## src/wco_pkg.sv

```systemverilog
// Constants, register map and encodings of the weld current offset and PIN lockout block
//
// Function
// Offset code zero: any operate-mode weld current change is refused
// Single-schedule code N: current may move between base minus N and base plus N
// Code 25 selects all schedules, limit is code minus twenty, here five percent
// In kA mode the window is N percent of maximum RMS current
// Lock PIN accepted only from 0001 to 9999
// With a PIN stored, next program/operate release flashes lock and locks
// Locked: program mode only after correct PIN or lockout key switch
// Locked: PIN parameter reads back as zeros
// Press while locked: half-second PIN prompt and LED flash, then PIN parameter
// Matching PIN: on enter release flash unlock and go to program mode
// Wrong PIN: on enter release flash error pattern and stay locked
// Leaving program mode re-locks with the newest PIN, else the previous one
// Clear code 02 erases extended data including PIN, disabling lockout
// Program/operate held at power-up or estop reset clears PIN
// After reset PIN lockout is disabled
// Two-stage switch, first stage only: valve on, no sequencing
// No-weld selected: full timed sequence runs but weld current never fires
// Single stage: one pilot closure starts the sequence
// Codes 01-19 single schedule, 00 and 20 disabled, 21-39 all schedules
// Requests beyond the window are clamped to the nearest limit
// PIN matches only when all four entered digits equal the stored ones
package wco_pkg;
	localparam int CLK_HZ   = 10_000_000;
	localparam int FLASH_MS = 500;
	localparam int FLASH_CYC = FLASH_MS * (CLK_HZ / 1000);
	localparam int LINE_US  = 16667;
	localparam int LINE_CYC = LINE_US * (CLK_HZ / 1_000_000);

	localparam int ADDR_W = 6;
	localparam logic [5:0] A_CFG    = 6'h00;
	localparam logic [5:0] A_MAXRMS = 6'h04;
	localparam logic [5:0] A_SCHED  = 6'h08;
	localparam logic [5:0] A_BASE   = 6'h0C;
	localparam logic [5:0] A_OPCUR  = 6'h10;
	localparam logic [5:0] A_PIN    = 6'h14;
	localparam logic [5:0] A_ENTRY  = 6'h18;
	localparam logic [5:0] A_EXTCLR = 6'h1C;
	localparam logic [5:0] A_TIMES  = 6'h20;
	localparam logic [5:0] A_STATUS = 6'h24;

	localparam int CFG_KA_BIT     = 6;
	localparam int CFG_NOWELD_BIT = 7;
	localparam logic [7:0]  CFG_RST    = 8'h00;
	localparam logic [15:0] MAXRMS_RST = 16'h0000;
	localparam logic [31:0] TIMES_RST  = 32'h00000000;
	localparam logic [15:0] PIN_RST    = 16'h0000;

	localparam logic [5:0] OFS_SINGLE_MAX = 6'h13;
	localparam logic [5:0] OFS_ALL_BASE   = 6'h14;
	localparam logic [5:0] OFS_ALL_MAX    = 6'h27;
	localparam logic [21:0] PCT_DIV       = 22'h000064;
	localparam logic [7:0] EXTCLR_CODE    = 8'h02;
	localparam logic [3:0] BCD_MAX        = 4'h9;
	localparam int SCHED_W = 4;

	localparam int ST_PROG   = 0;
	localparam int ST_LOCKED = 1;
	localparam int ST_PINSET = 2;
	localparam int ST_PINVIEW = 3;
	localparam int ST_BUSY   = 4;
	localparam int ST_DISP   = 8;

	typedef enum logic [2:0] {DISP_NONE, DISP_LOCK, DISP_PROMPT, DISP_UNLOCK, DISP_ERROR} wco_disp_t;
	typedef enum logic [2:0] {SQ_IDLE, SQ_READY, SQ_SQZ, SQ_WELD, SQ_HOLD, SQ_OFF} wco_seq_t;
endpackage

```

## src/wco_mem.sv

```systemverilog
// Schedule current store: base and operate current per schedule
`timescale 1ns/1ps
`default_nettype none
module wco_mem (
	input  wire logic        clk,
	input  wire logic        rst,
	input  wire logic        we,
	input  wire logic [3:0]  addr,
	input  wire logic [31:0] wd,
	output logic      [31:0] rd
);
	logic [31:0] mem [16];

	always_ff @(posedge clk) begin
		if (we) begin
			mem[addr] <= wd;
		end
	end

	// Registered read keeps the clamp path short
	always_ff @(posedge clk or posedge rst) begin
		if (rst) begin
			rd <= 32'h00000000;
		end else begin
			rd <= we ? wd : mem[addr];
		end
	end
endmodule
`default_nettype wire

```

## src/wco_top.sv

```systemverilog
// Weld current offset limiter, PIN lockout and pilot initiation sequencer
`timescale 1ns/1ps
`default_nettype none
module wco_top #(
	parameter int FLASH_CYCLES = wco_pkg::FLASH_CYC,
	parameter int TICK_CYCLES  = wco_pkg::LINE_CYC
) (
	input  wire logic                      CLK,
	input  wire logic                      RST,
	input  wire logic [wco_pkg::ADDR_W-1:0] AVS_ADDRESS,
	input  wire logic                      AVS_READ,
	input  wire logic                      AVS_WRITE,
	input  wire logic [31:0]               AVS_WRITEDATA,
	output logic      [31:0]               AVS_READDATA,
	output logic                           AVS_WAITREQUEST,
	input  wire logic                      PROG_OP_BTN,
	input  wire logic                      ENTER_BTN,
	input  wire logic                      LOCKOUT_KEY,
	input  wire logic                      ESTOP_RESET,
	input  wire logic                      PILOT_STAGE1,
	input  wire logic                      PILOT_STAGE2,
	input  wire logic                      TWO_STAGE,
	input  wire logic                      NO_WELD_INPUT,
	output logic                           PROGRAM_MODE,
	output logic                           LOCKED,
	output logic      [2:0]                DISP_CODE,
	output logic                           PROG_LED_FLASH,
	output logic                           VALVE,
	output logic                           WELD_FIRE,
	output logic                           SEQ_BUSY
);
	import wco_pkg::*;

	logic [1:0]  ph_r;
	logic        wait_r;
	logic [31:0] rdata_r;
	logic [7:0]  cfg_r;
	logic [15:0] maxrms_r;
	logic [3:0]  sched_r;
	logic [31:0] times_r;
	logic [15:0] pin_r;
	logic [15:0] entry_r;
	logic signed [16:0] gdelta_r;
	logic        pin_set_r;
	logic        locked_r;
	logic        prog_r;
	logic        pin_view_r;
	logic        boot_r;
	logic        prog_q_r;
	logic        ent_q_r;
	logic [22:0] flash_cnt_r;
	wco_disp_t   disp_r;
	logic        led_r;
	logic [31:0] mem_rd;
	logic        mem_we;
	logic [31:0] mem_wd;
	logic [3:0]  dig_ok;
	logic [3:0]  dig_eq;

	////////////////////////////////////////////////////////////////////////////
	// Avalon slave: request seen, memory read, answer in the third cycle

	wire        req     = AVS_READ | AVS_WRITE;
	wire        wr_take = AVS_WRITE & ~wait_r;
	wire [15:0] wd16    = AVS_WRITEDATA[15:0];
	wire wr_cfg    = wr_take & (AVS_ADDRESS == A_CFG) & prog_r;
	wire wr_maxrms = wr_take & (AVS_ADDRESS == A_MAXRMS) & prog_r;
	wire wr_sched  = wr_take & (AVS_ADDRESS == A_SCHED);
	wire wr_base   = wr_take & (AVS_ADDRESS == A_BASE) & prog_r;
	wire wr_opcur  = wr_take & (AVS_ADDRESS == A_OPCUR) & ~prog_r;
	wire wr_pin    = wr_take & (AVS_ADDRESS == A_PIN) & prog_r;
	wire wr_entry  = wr_take & (AVS_ADDRESS == A_ENTRY);
	wire wr_clr    = wr_take & (AVS_ADDRESS == A_EXTCLR) & (AVS_WRITEDATA[7:0] == EXTCLR_CODE);
	wire wr_times  = wr_take & (AVS_ADDRESS == A_TIMES) & prog_r;
	wire [1:0] ph_nxt = (ph_r == 2'h2 || !req) ? 2'h0 : ph_r + 2'h1;

	////////////////////////////////////////////////////////////////////////////
	// Offset window

	wire [5:0]  code    = cfg_r[5:0];
	wire        single  = (code != 6'h00) && (code <= OFS_SINGLE_MAX);
	wire        all_sch = (code > OFS_ALL_BASE) && (code <= OFS_ALL_MAX);
	wire [5:0]  n_pct   = single ? code : (all_sch ? code - OFS_ALL_BASE : 6'h00);
	wire [21:0] ka_prod = maxrms_r * n_pct;
	wire [21:0] ka_win  = ka_prod / PCT_DIV;
	wire [15:0] halfw   = cfg_r[CFG_KA_BIT] ? ka_win[15:0] : {10'h000, n_pct};
	wire [15:0] base    = mem_rd[15:0];
	wire [15:0] lo      = (base > halfw) ? base - halfw : 16'h0000;
	wire [16:0] hi17    = {1'b0, base} + {1'b0, halfw};
	wire [15:0] hi      = hi17[16] ? 16'hFFFF : hi17[15:0];
	wire [15:0] clamped = (wd16 < lo) ? lo : ((wd16 > hi) ? hi : wd16);
	wire [16:0] delta   = {1'b0, clamped} - {1'b0, base};
	wire [15:0] oper_all = base + gdelta_r[15:0];
	wire [15:0] oper_cur = all_sch ? oper_all : (single ? mem_rd[31:16] : base);

	assign mem_we = wr_base | (wr_opcur & single);
	assign mem_wd = wr_base ? {wd16, wd16} : {clamped, base};

	wco_mem u_mem (
		.clk  (CLK),
		.rst  (RST),
		.we   (mem_we),
		.addr (sched_r),
		.wd   (mem_wd),
		.rd   (mem_rd)
	);

	////////////////////////////////////////////////////////////////////////////
	// PIN checks, one lane per BCD digit

	for (genvar g = 0; g < 4; g++) begin : g_dig
		assign dig_ok[g] = AVS_WRITEDATA[4*g +: 4] <= BCD_MAX;
		assign dig_eq[g] = entry_r[4*g +: 4] == pin_r[4*g +: 4];
	end
	wire pin_fmt_ok = (&dig_ok) && (wd16 != 16'h0000) && (AVS_WRITEDATA[31:16] == 16'h0000);
	wire pin_match  = &dig_eq;

	wire [31:0] status = {16'h0000, 5'h00, disp_r, 3'h0, SEQ_BUSY, pin_view_r, pin_set_r, locked_r, prog_r};
	wire [15:0] pin_rd = locked_r ? 16'h0000 : pin_r;
	wire [31:0] rd_mux =
		(AVS_ADDRESS == A_CFG)    ? {24'h000000, cfg_r} :
		(AVS_ADDRESS == A_MAXRMS) ? {16'h0000, maxrms_r} :
		(AVS_ADDRESS == A_SCHED)  ? {28'h0000000, sched_r} :
		(AVS_ADDRESS == A_BASE)   ? {16'h0000, base} :
		(AVS_ADDRESS == A_OPCUR)  ? {16'h0000, oper_cur} :
		(AVS_ADDRESS == A_PIN)    ? {16'h0000, pin_rd} :
		(AVS_ADDRESS == A_TIMES)  ? times_r :
		(AVS_ADDRESS == A_STATUS) ? status : 32'h00000000;

	always_ff @(posedge CLK or posedge RST) begin
		if (RST) begin
			ph_r    <= 2'h0;
			wait_r  <= 1'b1;
			rdata_r <= 32'h00000000;
		end else begin
			ph_r    <= ph_nxt;
			wait_r  <= ~(ph_r == 2'h1 && req);
			rdata_r <= (ph_r == 2'h1 && AVS_READ) ? rd_mux : rdata_r;
		end
	end
	assign AVS_WAITREQUEST = wait_r;
	assign AVS_READDATA    = rdata_r;

	////////////////////////////////////////////////////////////////////////////
	// Configuration registers

	// Clear code resets the config byte, offset code included, and the all-schedule delta; max RMS and times are kept
	always_ff @(posedge CLK or posedge RST) begin
		if (RST) begin
			cfg_r    <= CFG_RST;
			maxrms_r <= MAXRMS_RST;
			sched_r  <= 4'h0;
			times_r  <= TIMES_RST;
			entry_r  <= 16'h0000;
			gdelta_r <= 17'h00000;
		end else begin
			cfg_r    <= wr_clr ? CFG_RST : (wr_cfg ? AVS_WRITEDATA[7:0] : cfg_r);
			maxrms_r <= wr_maxrms ? wd16 : maxrms_r;
			sched_r  <= wr_sched ? AVS_WRITEDATA[SCHED_W-1:0] : sched_r;
			times_r  <= wr_times ? AVS_WRITEDATA : times_r;
			entry_r  <= wr_entry ? wd16 : entry_r;
			gdelta_r <= (wr_clr || wr_cfg) ? 17'h00000 :
				((wr_opcur && all_sch) ? delta : gdelta_r);
		end
	end

	////////////////////////////////////////////////////////////////////////////
	// Lockout state

	wire prog_press = PROG_OP_BTN & ~prog_q_r;
	wire prog_rel   = ~PROG_OP_BTN & prog_q_r;
	wire ent_rel    = ~ENTER_BTN & ent_q_r;
	// Button level is caught by a clocked stage while held, never by the reset
	wire held_clr   = PROG_OP_BTN & (~boot_r | ESTOP_RESET);
	wire clr_all    = wr_clr | held_clr;
	wire flash_end  = (disp_r != DISP_NONE) && (flash_cnt_r == 23'h000000);
	wire try_pin    = ent_rel & locked_r & pin_view_r;
	wire leave_prog = prog_rel & prog_r;
	wire key_unlock = prog_rel & locked_r & LOCKOUT_KEY;
	wire do_lock    = leave_prog & pin_set_r;
	wire do_unlock  = (try_pin & pin_match) | key_unlock;
	wire bad_pin    = try_pin & ~pin_match;
	wire prompt     = prog_press & locked_r & ~LOCKOUT_KEY;
	wire enter_prog = (prog_rel & ~prog_r & ~locked_r) | do_unlock;
	wire start_fl   = do_lock | do_unlock | bad_pin | prompt;
	wire [22:0] fl_load = 23'(FLASH_CYCLES - 1);
	wco_disp_t fl_code;
	assign fl_code = do_lock ? DISP_LOCK : (do_unlock ? DISP_UNLOCK : (bad_pin ? DISP_ERROR : DISP_PROMPT));

	always_ff @(posedge CLK or posedge RST) begin
		if (RST) begin
			boot_r    <= 1'b0;
			prog_q_r  <= 1'b0;
			ent_q_r   <= 1'b0;
			pin_r     <= PIN_RST;
			pin_set_r <= 1'b0;
			locked_r  <= 1'b0;
			prog_r    <= 1'b0;
		end else begin
			boot_r    <= 1'b1;
			prog_q_r  <= PROG_OP_BTN;
			ent_q_r   <= ENTER_BTN;
			pin_r     <= clr_all ? PIN_RST : ((wr_pin && pin_fmt_ok) ? wd16 : pin_r);
			pin_set_r <= clr_all ? 1'b0 : ((wr_pin && pin_fmt_ok) ? 1'b1 : pin_set_r);
			locked_r  <= clr_all ? 1'b0 : (do_lock ? 1'b1 : (do_unlock ? 1'b0 : locked_r));
			prog_r    <= enter_prog ? 1'b1 : (leave_prog ? 1'b0 : prog_r);
		end
	end

	always_ff @(posedge CLK or posedge RST) begin
		if (RST) begin
			flash_cnt_r <= 23'h000000;
			disp_r      <= DISP_NONE;
			led_r       <= 1'b0;
			pin_view_r  <= 1'b0;
		end else if (start_fl) begin
			flash_cnt_r <= fl_load;
			disp_r      <= fl_code;
			led_r       <= prompt;
			pin_view_r  <= pin_view_r & ~do_unlock & ~clr_all;
		end else begin
			flash_cnt_r <= (flash_cnt_r != 23'h000000) ? flash_cnt_r - 23'h000001 : flash_cnt_r;
			disp_r      <= flash_end ? DISP_NONE : disp_r;
			led_r       <= flash_end ? 1'b0 : led_r;
			pin_view_r  <= ((flash_end && disp_r == DISP_PROMPT) | pin_view_r) & ~clr_all & locked_r;
		end
	end
	assign PROGRAM_MODE   = prog_r;
	assign LOCKED         = locked_r;
	assign DISP_CODE      = disp_r;
	assign PROG_LED_FLASH = led_r;

	////////////////////////////////////////////////////////////////////////////
	// Pilot initiation and timed sequence, counted in line cycles

	logic [17:0] tick_cnt_r;
	logic [7:0]  tcnt_r;
	logic        start_q_r;
	logic        valve_r;
	logic        weld_r;
	logic        busy_r;
	wco_seq_t    seq_r;
	wco_seq_t    seq_nxt;
	wire tick  = (tick_cnt_r == 18'h00000);
	wire start = TWO_STAGE ? (PILOT_STAGE1 & PILOT_STAGE2) : PILOT_STAGE1;
	wire start_rise = start & ~start_q_r;
	wire t_done = tick & (tcnt_r == 8'h00);
	wire no_weld = NO_WELD_INPUT | cfg_r[CFG_NOWELD_BIT];

	always_comb begin
		seq_nxt = seq_r;
		unique case (seq_r)
			SQ_IDLE: begin
				if (start_rise) begin
					seq_nxt = SQ_SQZ;
				end else if (TWO_STAGE && PILOT_STAGE1) begin
					seq_nxt = SQ_READY;
				end
			end
			SQ_READY: begin
				// Fresh closure only, so a switch still held after a sequence cannot restart it
				if (start_rise) begin
					seq_nxt = SQ_SQZ;
				end else if (!PILOT_STAGE1) begin
					seq_nxt = SQ_IDLE;
				end
			end
			SQ_SQZ:  seq_nxt = t_done ? SQ_WELD : seq_r;
			SQ_WELD: seq_nxt = t_done ? SQ_HOLD : seq_r;
			SQ_HOLD: seq_nxt = t_done ? SQ_OFF : seq_r;
			SQ_OFF:  seq_nxt = t_done ? SQ_IDLE : seq_r;
		endcase
	end

	wire [7:0] t_load = (seq_nxt == SQ_SQZ) ? times_r[7:0] : ((seq_nxt == SQ_WELD) ? times_r[15:8] :
		((seq_nxt == SQ_HOLD) ? times_r[23:16] : times_r[31:24]));

	always_ff @(posedge CLK or posedge RST) begin
		if (RST) begin
			tick_cnt_r <= 18'h00000;
			tcnt_r     <= 8'h00;
			start_q_r  <= 1'b0;
			seq_r      <= SQ_IDLE;
			valve_r    <= 1'b0;
			weld_r     <= 1'b0;
			busy_r     <= 1'b0;
		end else begin
			tick_cnt_r <= tick ? 18'(TICK_CYCLES - 1) : tick_cnt_r - 18'h00001;
			tcnt_r     <= (seq_nxt != seq_r) ? t_load : (tick ? tcnt_r - 8'h01 : tcnt_r);
			start_q_r  <= start;
			seq_r      <= seq_nxt;
			valve_r    <= (seq_nxt != SQ_IDLE) && (seq_nxt != SQ_OFF);
			weld_r     <= (seq_nxt == SQ_WELD) && !no_weld;
			busy_r     <= (seq_nxt != SQ_IDLE) && (seq_nxt != SQ_READY);
		end
	end
	assign VALVE     = valve_r;
	assign WELD_FIRE = weld_r;
	assign SEQ_BUSY  = busy_r;

	////////////////////////////////////////////////////////////////////////////
	// Checks

	bus_answer_a: assert property (@(posedge CLK) disable iff (RST) // bus answer timing
		req && ph_r == 2'h0 |-> wait_r ##1 wait_r ##1 !wait_r)
		else $error("bus answer not in third cycle");
	offset_off_a: assert property (@(posedge CLK) disable iff (RST)
		wr_opcur && !single && !all_sch |=> $stable(gdelta_r) && $stable(mem_rd))
		else $error("current changed with offset disabled");
	clamp_win_a: assert property (@(posedge CLK) disable iff (RST)
		wr_opcur && single |-> mem_wd[31:16] >= lo && mem_wd[31:16] <= hi)
		else $error("operate current outside window");
	all_limit_a: assert property (@(posedge CLK) disable iff (RST)
		code == 6'h19 |-> all_sch && n_pct == 6'h05)
		else $error("code 25 limit wrong");
	pin_range_a: assert property (@(posedge CLK) disable iff (RST)
		pin_set_r && $changed(pin_r) |-> $past(wr_pin) && $past(pin_fmt_ok))
		else $error("PIN stored out of range");
	lock_rel_a: assert property (@(posedge CLK) disable iff (RST)
		do_lock && !clr_all |=> locked_r && !prog_r && disp_r == DISP_LOCK)
		else $error("lock not taken on release");
	locked_out_a: assert property (@(posedge CLK) disable iff (RST)
		locked_r |-> !prog_r)
		else $error("program mode while locked");
	pin_hide_a: assert property (@(posedge CLK) disable iff (RST)
		ph_r == 2'h1 && AVS_READ && AVS_ADDRESS == A_PIN && locked_r |=> rdata_r == 32'h00000000)
		else $error("PIN visible while locked");
	bad_pin_a: assert property (@(posedge CLK) disable iff (RST)
		bad_pin && !clr_all |=> locked_r && disp_r == DISP_ERROR ##1 locked_r)
		else $error("wrong PIN unlocked");
	no_weld_a: assert property (@(posedge CLK) disable iff (RST)
		NO_WELD_INPUT |=> !weld_r)
		else $error("weld fired in no weld");
	stage1_a: assert property (@(posedge CLK) disable iff (RST)
		seq_r == SQ_READY |-> valve_r && !weld_r && !SEQ_BUSY)
		else $error("first stage sequenced");
endmodule
`default_nettype wire

```

## config.mk

```make
export PLATFORM = sky130hd
export DESIGN_NAME = wco_top
export DESIGN_NICKNAME = d
export VERILOG_FILES = /design/src/wco_pkg.sv /design/src/wco_mem.sv /design/src/wco_top.sv
export SDC_FILE = /design/constraint.sdc
export NUM_CORES = 2
export LEC_CHECK = 0
export ABC_AREA = 1
export BUFFER_PORTS_ARGS = -buffer_cell sky130_fd_sc_hd__buf_4
export CAP_MARGIN = 25
export CORE_MARGIN = 4
export CORE_UTILIZATION = 68
export DETAILED_ROUTE_END_ITERATION = 10
export PLACE_DENSITY = 0.83
export SLEW_MARGIN = 40
export SYNTH_ARGS = -nofsm -noshare
export SYNTH_HDL_FRONTEND = slang
export SYNTH_SLANG_ARGS = --single-unit
```

## constraint.sdc

```tcl
create_clock -name CLK -period 43.3 [get_ports CLK]
set_input_delay 8.66 -clock CLK [delete_from_list [all_inputs] [get_ports CLK]]
set_output_delay 8.66 -clock CLK [all_outputs]
set_load 0.02 [all_outputs]
```

==> impl_metrics.json <==
{
  "cts_resized": 0,
  "synth_top_family_by_area": "simple AND/OR/NAND/NOR gates",
  "maxCapViolations": 0,
  "viasPerCell": 6.39,
  "detail_route.wl_per_cell_um": 22.3,
  "layout.nets": 4312,
  "report.final.slew_viol_count": 0,
  "yosysTopAreaCell": "edfxtp_1",
  "synthDistinctLibCells": 62,
  "design.die.area_um2": 61700,
  "synthArstFlopShare": 0.321,
  "netlist_instances": 3993,
  "wirelength_um": 109000,
  "path_class": "flip-flop to flip-flop",
  "core_area_um2": 56800,
  "dp.cells": 4748,
  "final_util": 0.764,
  "r2r_slack_ns": 21.81,
  "synthTopCellsByCount": "644 x nand2_1, 512 x edfxtp_1, 424 x inv_1, 339 x nor2_1, 302 x a21oi_1",
  "cts_root_buf": "clkbuf_16",
  "synth_edf_count": 512,
  "n_antenna_cell": 0,
  "path_clk_slew_ns": 0.07,
  "drtAntennaViolNets": 0,
  "synth.area.top_cells": "edfxtp_1 39%, dfrtp_1 15%, nand2_1 6.2%, a22oi_1 4.9%, ha_1 4.2%",
  "finalHoldViolCount": 0,
  "rows": 87,
  "muxShareOfSynthArea": 0,
  "holdBufCountCts": 0,
  "finalSetupViolCount": 0,
  "cts.sinks": 754,
  "drive_gt1_frac": 0.110,
  "firstDrtPassIters": 8,
  "rr_endpoint": "gdelta_r[15]",
  "ys_seq_area_frac": 0.545,
  "grt_max_degree": 130,
  "rsz0062_at_grt": "no",
  "clock_latency_ns": 0.65,
  "grt_pass1_wl_um": 165000,
  "tightest_slew_ns": 0.931,
  "min_period_over_period": 0.496,
  "required_ns": 43.81,
  "fin_crit_ns": 21.49,
  "rr_worst_depth": 149,
  "fin_setup_tns_ns": 0,
  "syn_nets": 4236,
  "start_util": 0.691,
  "cp.arrival_ns": 22.00,
  "pre_cts_ws_ns": 22.33,
  "antenna_found_initial": 0,
  "cpMostUsedCell": "nand2_1",
  "dpl_cell_area_um2": 41000,
  "critPathSlowestCell": "clkinv_1",
  "drcViolationCount": 0,
  "final_area_um2": 43400,
  "clock_path_buffers": 3,
  "synth-compound-area-share": 0.149,
  "grt_pass1_vias": 29200,
  "gp_congestion": 1.03,
  "postCtsSetupBuffers": 0,
  "portBuffers": 91,
  "whs_endpoint": "tick_cnt_r[0]",
  "worstSetupEndpointType": "flip-flop",
  "layout.cells.non_filler": 4884,
  "yosys.area_share.simple": 0.156,
  "route.vias.total": 31200,
  "status": "completed",
  "critPathLaunchType": "flip-flop",
  "syn_to_final_growth_pct": 10.5,
  "ys_warn_count": 0,
  "grtUsageTotal": 0.348,
  "whs_path_depth": 1,
  "rr_startpoint": "cfg_r[2]",
  "max_stage_delay_ns": 0.77,
  "fp.dieH_um": 248,
  "cts_tree": "done",
  "synthXorXnorAreaFrac": 0.0180,
  "htreeDepth": 3,
  "synth-adder-area-share": 0.0731,
  "skew_ns": 0.0507,
  "power_density_nw_per_um2": 48.6,
  "yosysTopAreaCellShare": 0.391,
  "syn_area_per_cell_um2": 9.84,
  "ys_seq_elements": 754,
  "dp_hpwl_um": 69900,
  "min-delay-start": "tick_cnt_r[0]",
  "hold_path.class": "flip-flop to flip-flop",
  "die_w_um": 248,
  "synth_ff_type": "edfxtp_1",
  "cp_max_fo": 31,
  "relSlewSlack": 0.372,
  "setup_slack_ns": 21.81,
  "ios": 92,
  "clock.fmax_mhz": 46.5,
  "syn_area_um2": 39300,
  "drt_iter0_markers": 4094,
  "static-leakage-power_uw": 0.0180,
  "yosysMostFrequentCell": "nand2_1",
  "vdd_drop_max_mv": 0.0404,
  "grt_overflow_total": 0,
  "cts_inserted_buffers": 74,
  "nFillCells": 3762
}
[flip-flops by register name (all words and copies together), names as in the netlist, 2 cells and up]
signal and flops:
DISP_CODE 3, tick_cnt_r 18, pin_r 16, maxrms_r 16
entry_r 16, ph_r 2, cfg_r 8, u_mem.rd 32
gdelta_r 16, seq_r 3, AVS_READDATA 32, u_mem.mem 512
sched_r 4, times_r 32, flash_cnt_r 23, tcnt_r 8
[stage by stage]
step	total power, uW	hold WS [ns]
after global placement	1450	0.423
after CTS	2100	0.431
final	2110	0.431
after floorplan	1270	0.409
after global routing	2200	0.458
after detailed placement	1460	0.424
[worst max path at each step]
stage	start	end
after floorplan	cfg_r[2]	gdelta_r[15]
after global placement	cfg_r[2]	gdelta_r[15]
after detailed placement	cfg_r[2]	gdelta_r[15]
after CTS	cfg_r[2]	gdelta_r[15]
after global routing	cfg_r[2]	gdelta_r[15]
final	cfg_r[2]	gdelta_r[15]
[layer usage]
layer / wire (um) / GRT usage / share of wire
met5: 0 / 0 / 0
met4: 5040 / 0.141 / 0.046
met3: 11500 / 0.0564 / 0.11
met2: 51000 / 0.564 / 0.47
met1: 41200 / 0.478 / 0.38
[cells in the final DEF (no fill, tap or decap), drive strengths merged, types with 99 or more instances in the layout]
cell type / count
nand2: 727
a22oi: 258
dfrtp: 241
inv: 461
nor2: 352
nand3: 143
a21oi: 306
buf: 140
ha: 132
edfxtp: 512
clkbuf: 99
o21ai: 309
[power breakdown]
group          total, uW  internal (uW)  switching, uW
logic                548            166            382
clock network        642            361            282
registers            920            885           35.0
total               2110           1410            699
[critical path, delay by kind of cell (launching register included)]
| kind | cells | cell delay (ns) |
|---|---|---|
| DFF | 1 | 0.44 |
| buffers and inverters | 16 | 2.50 |
| AOI/OAI and AO/OA | 27 | 4.29 |
| xor gates and xnor gates | 3 | 0.68 |
| and+or+nand+nor | 94 | 10.13 |
| adders and majority gates | 9 | 3.28 |
[cell families after synthesis]
group           count (synthesis)
xor+xnor                       80
flops                         754
compound gates                980
other cells                     1
simple gates                 1375
fa+ha+maj                     193
buf+inv                       610
[final cells by class]
| class | count | area (um^2) | share of cell area |
|---|---|---|---|
| Timing Repair Buffer | 140 | 1110 | 0.0255 |
| Clock inverter | 36 | 412 | 0.00948 |
| Tap cell | 756 | 946 | 0.0218 |
| Multi-Input combinational cell | 2629 | 15800 | 0.363 |
| Clock buffer | 99 | 2010 | 0.0462 |
| Sequential cell | 754 | 21400 | 0.493 |
| Inverter | 470 | 1780 | 0.0410 |
Note: power is estimated with default switching activity, not from simulation.
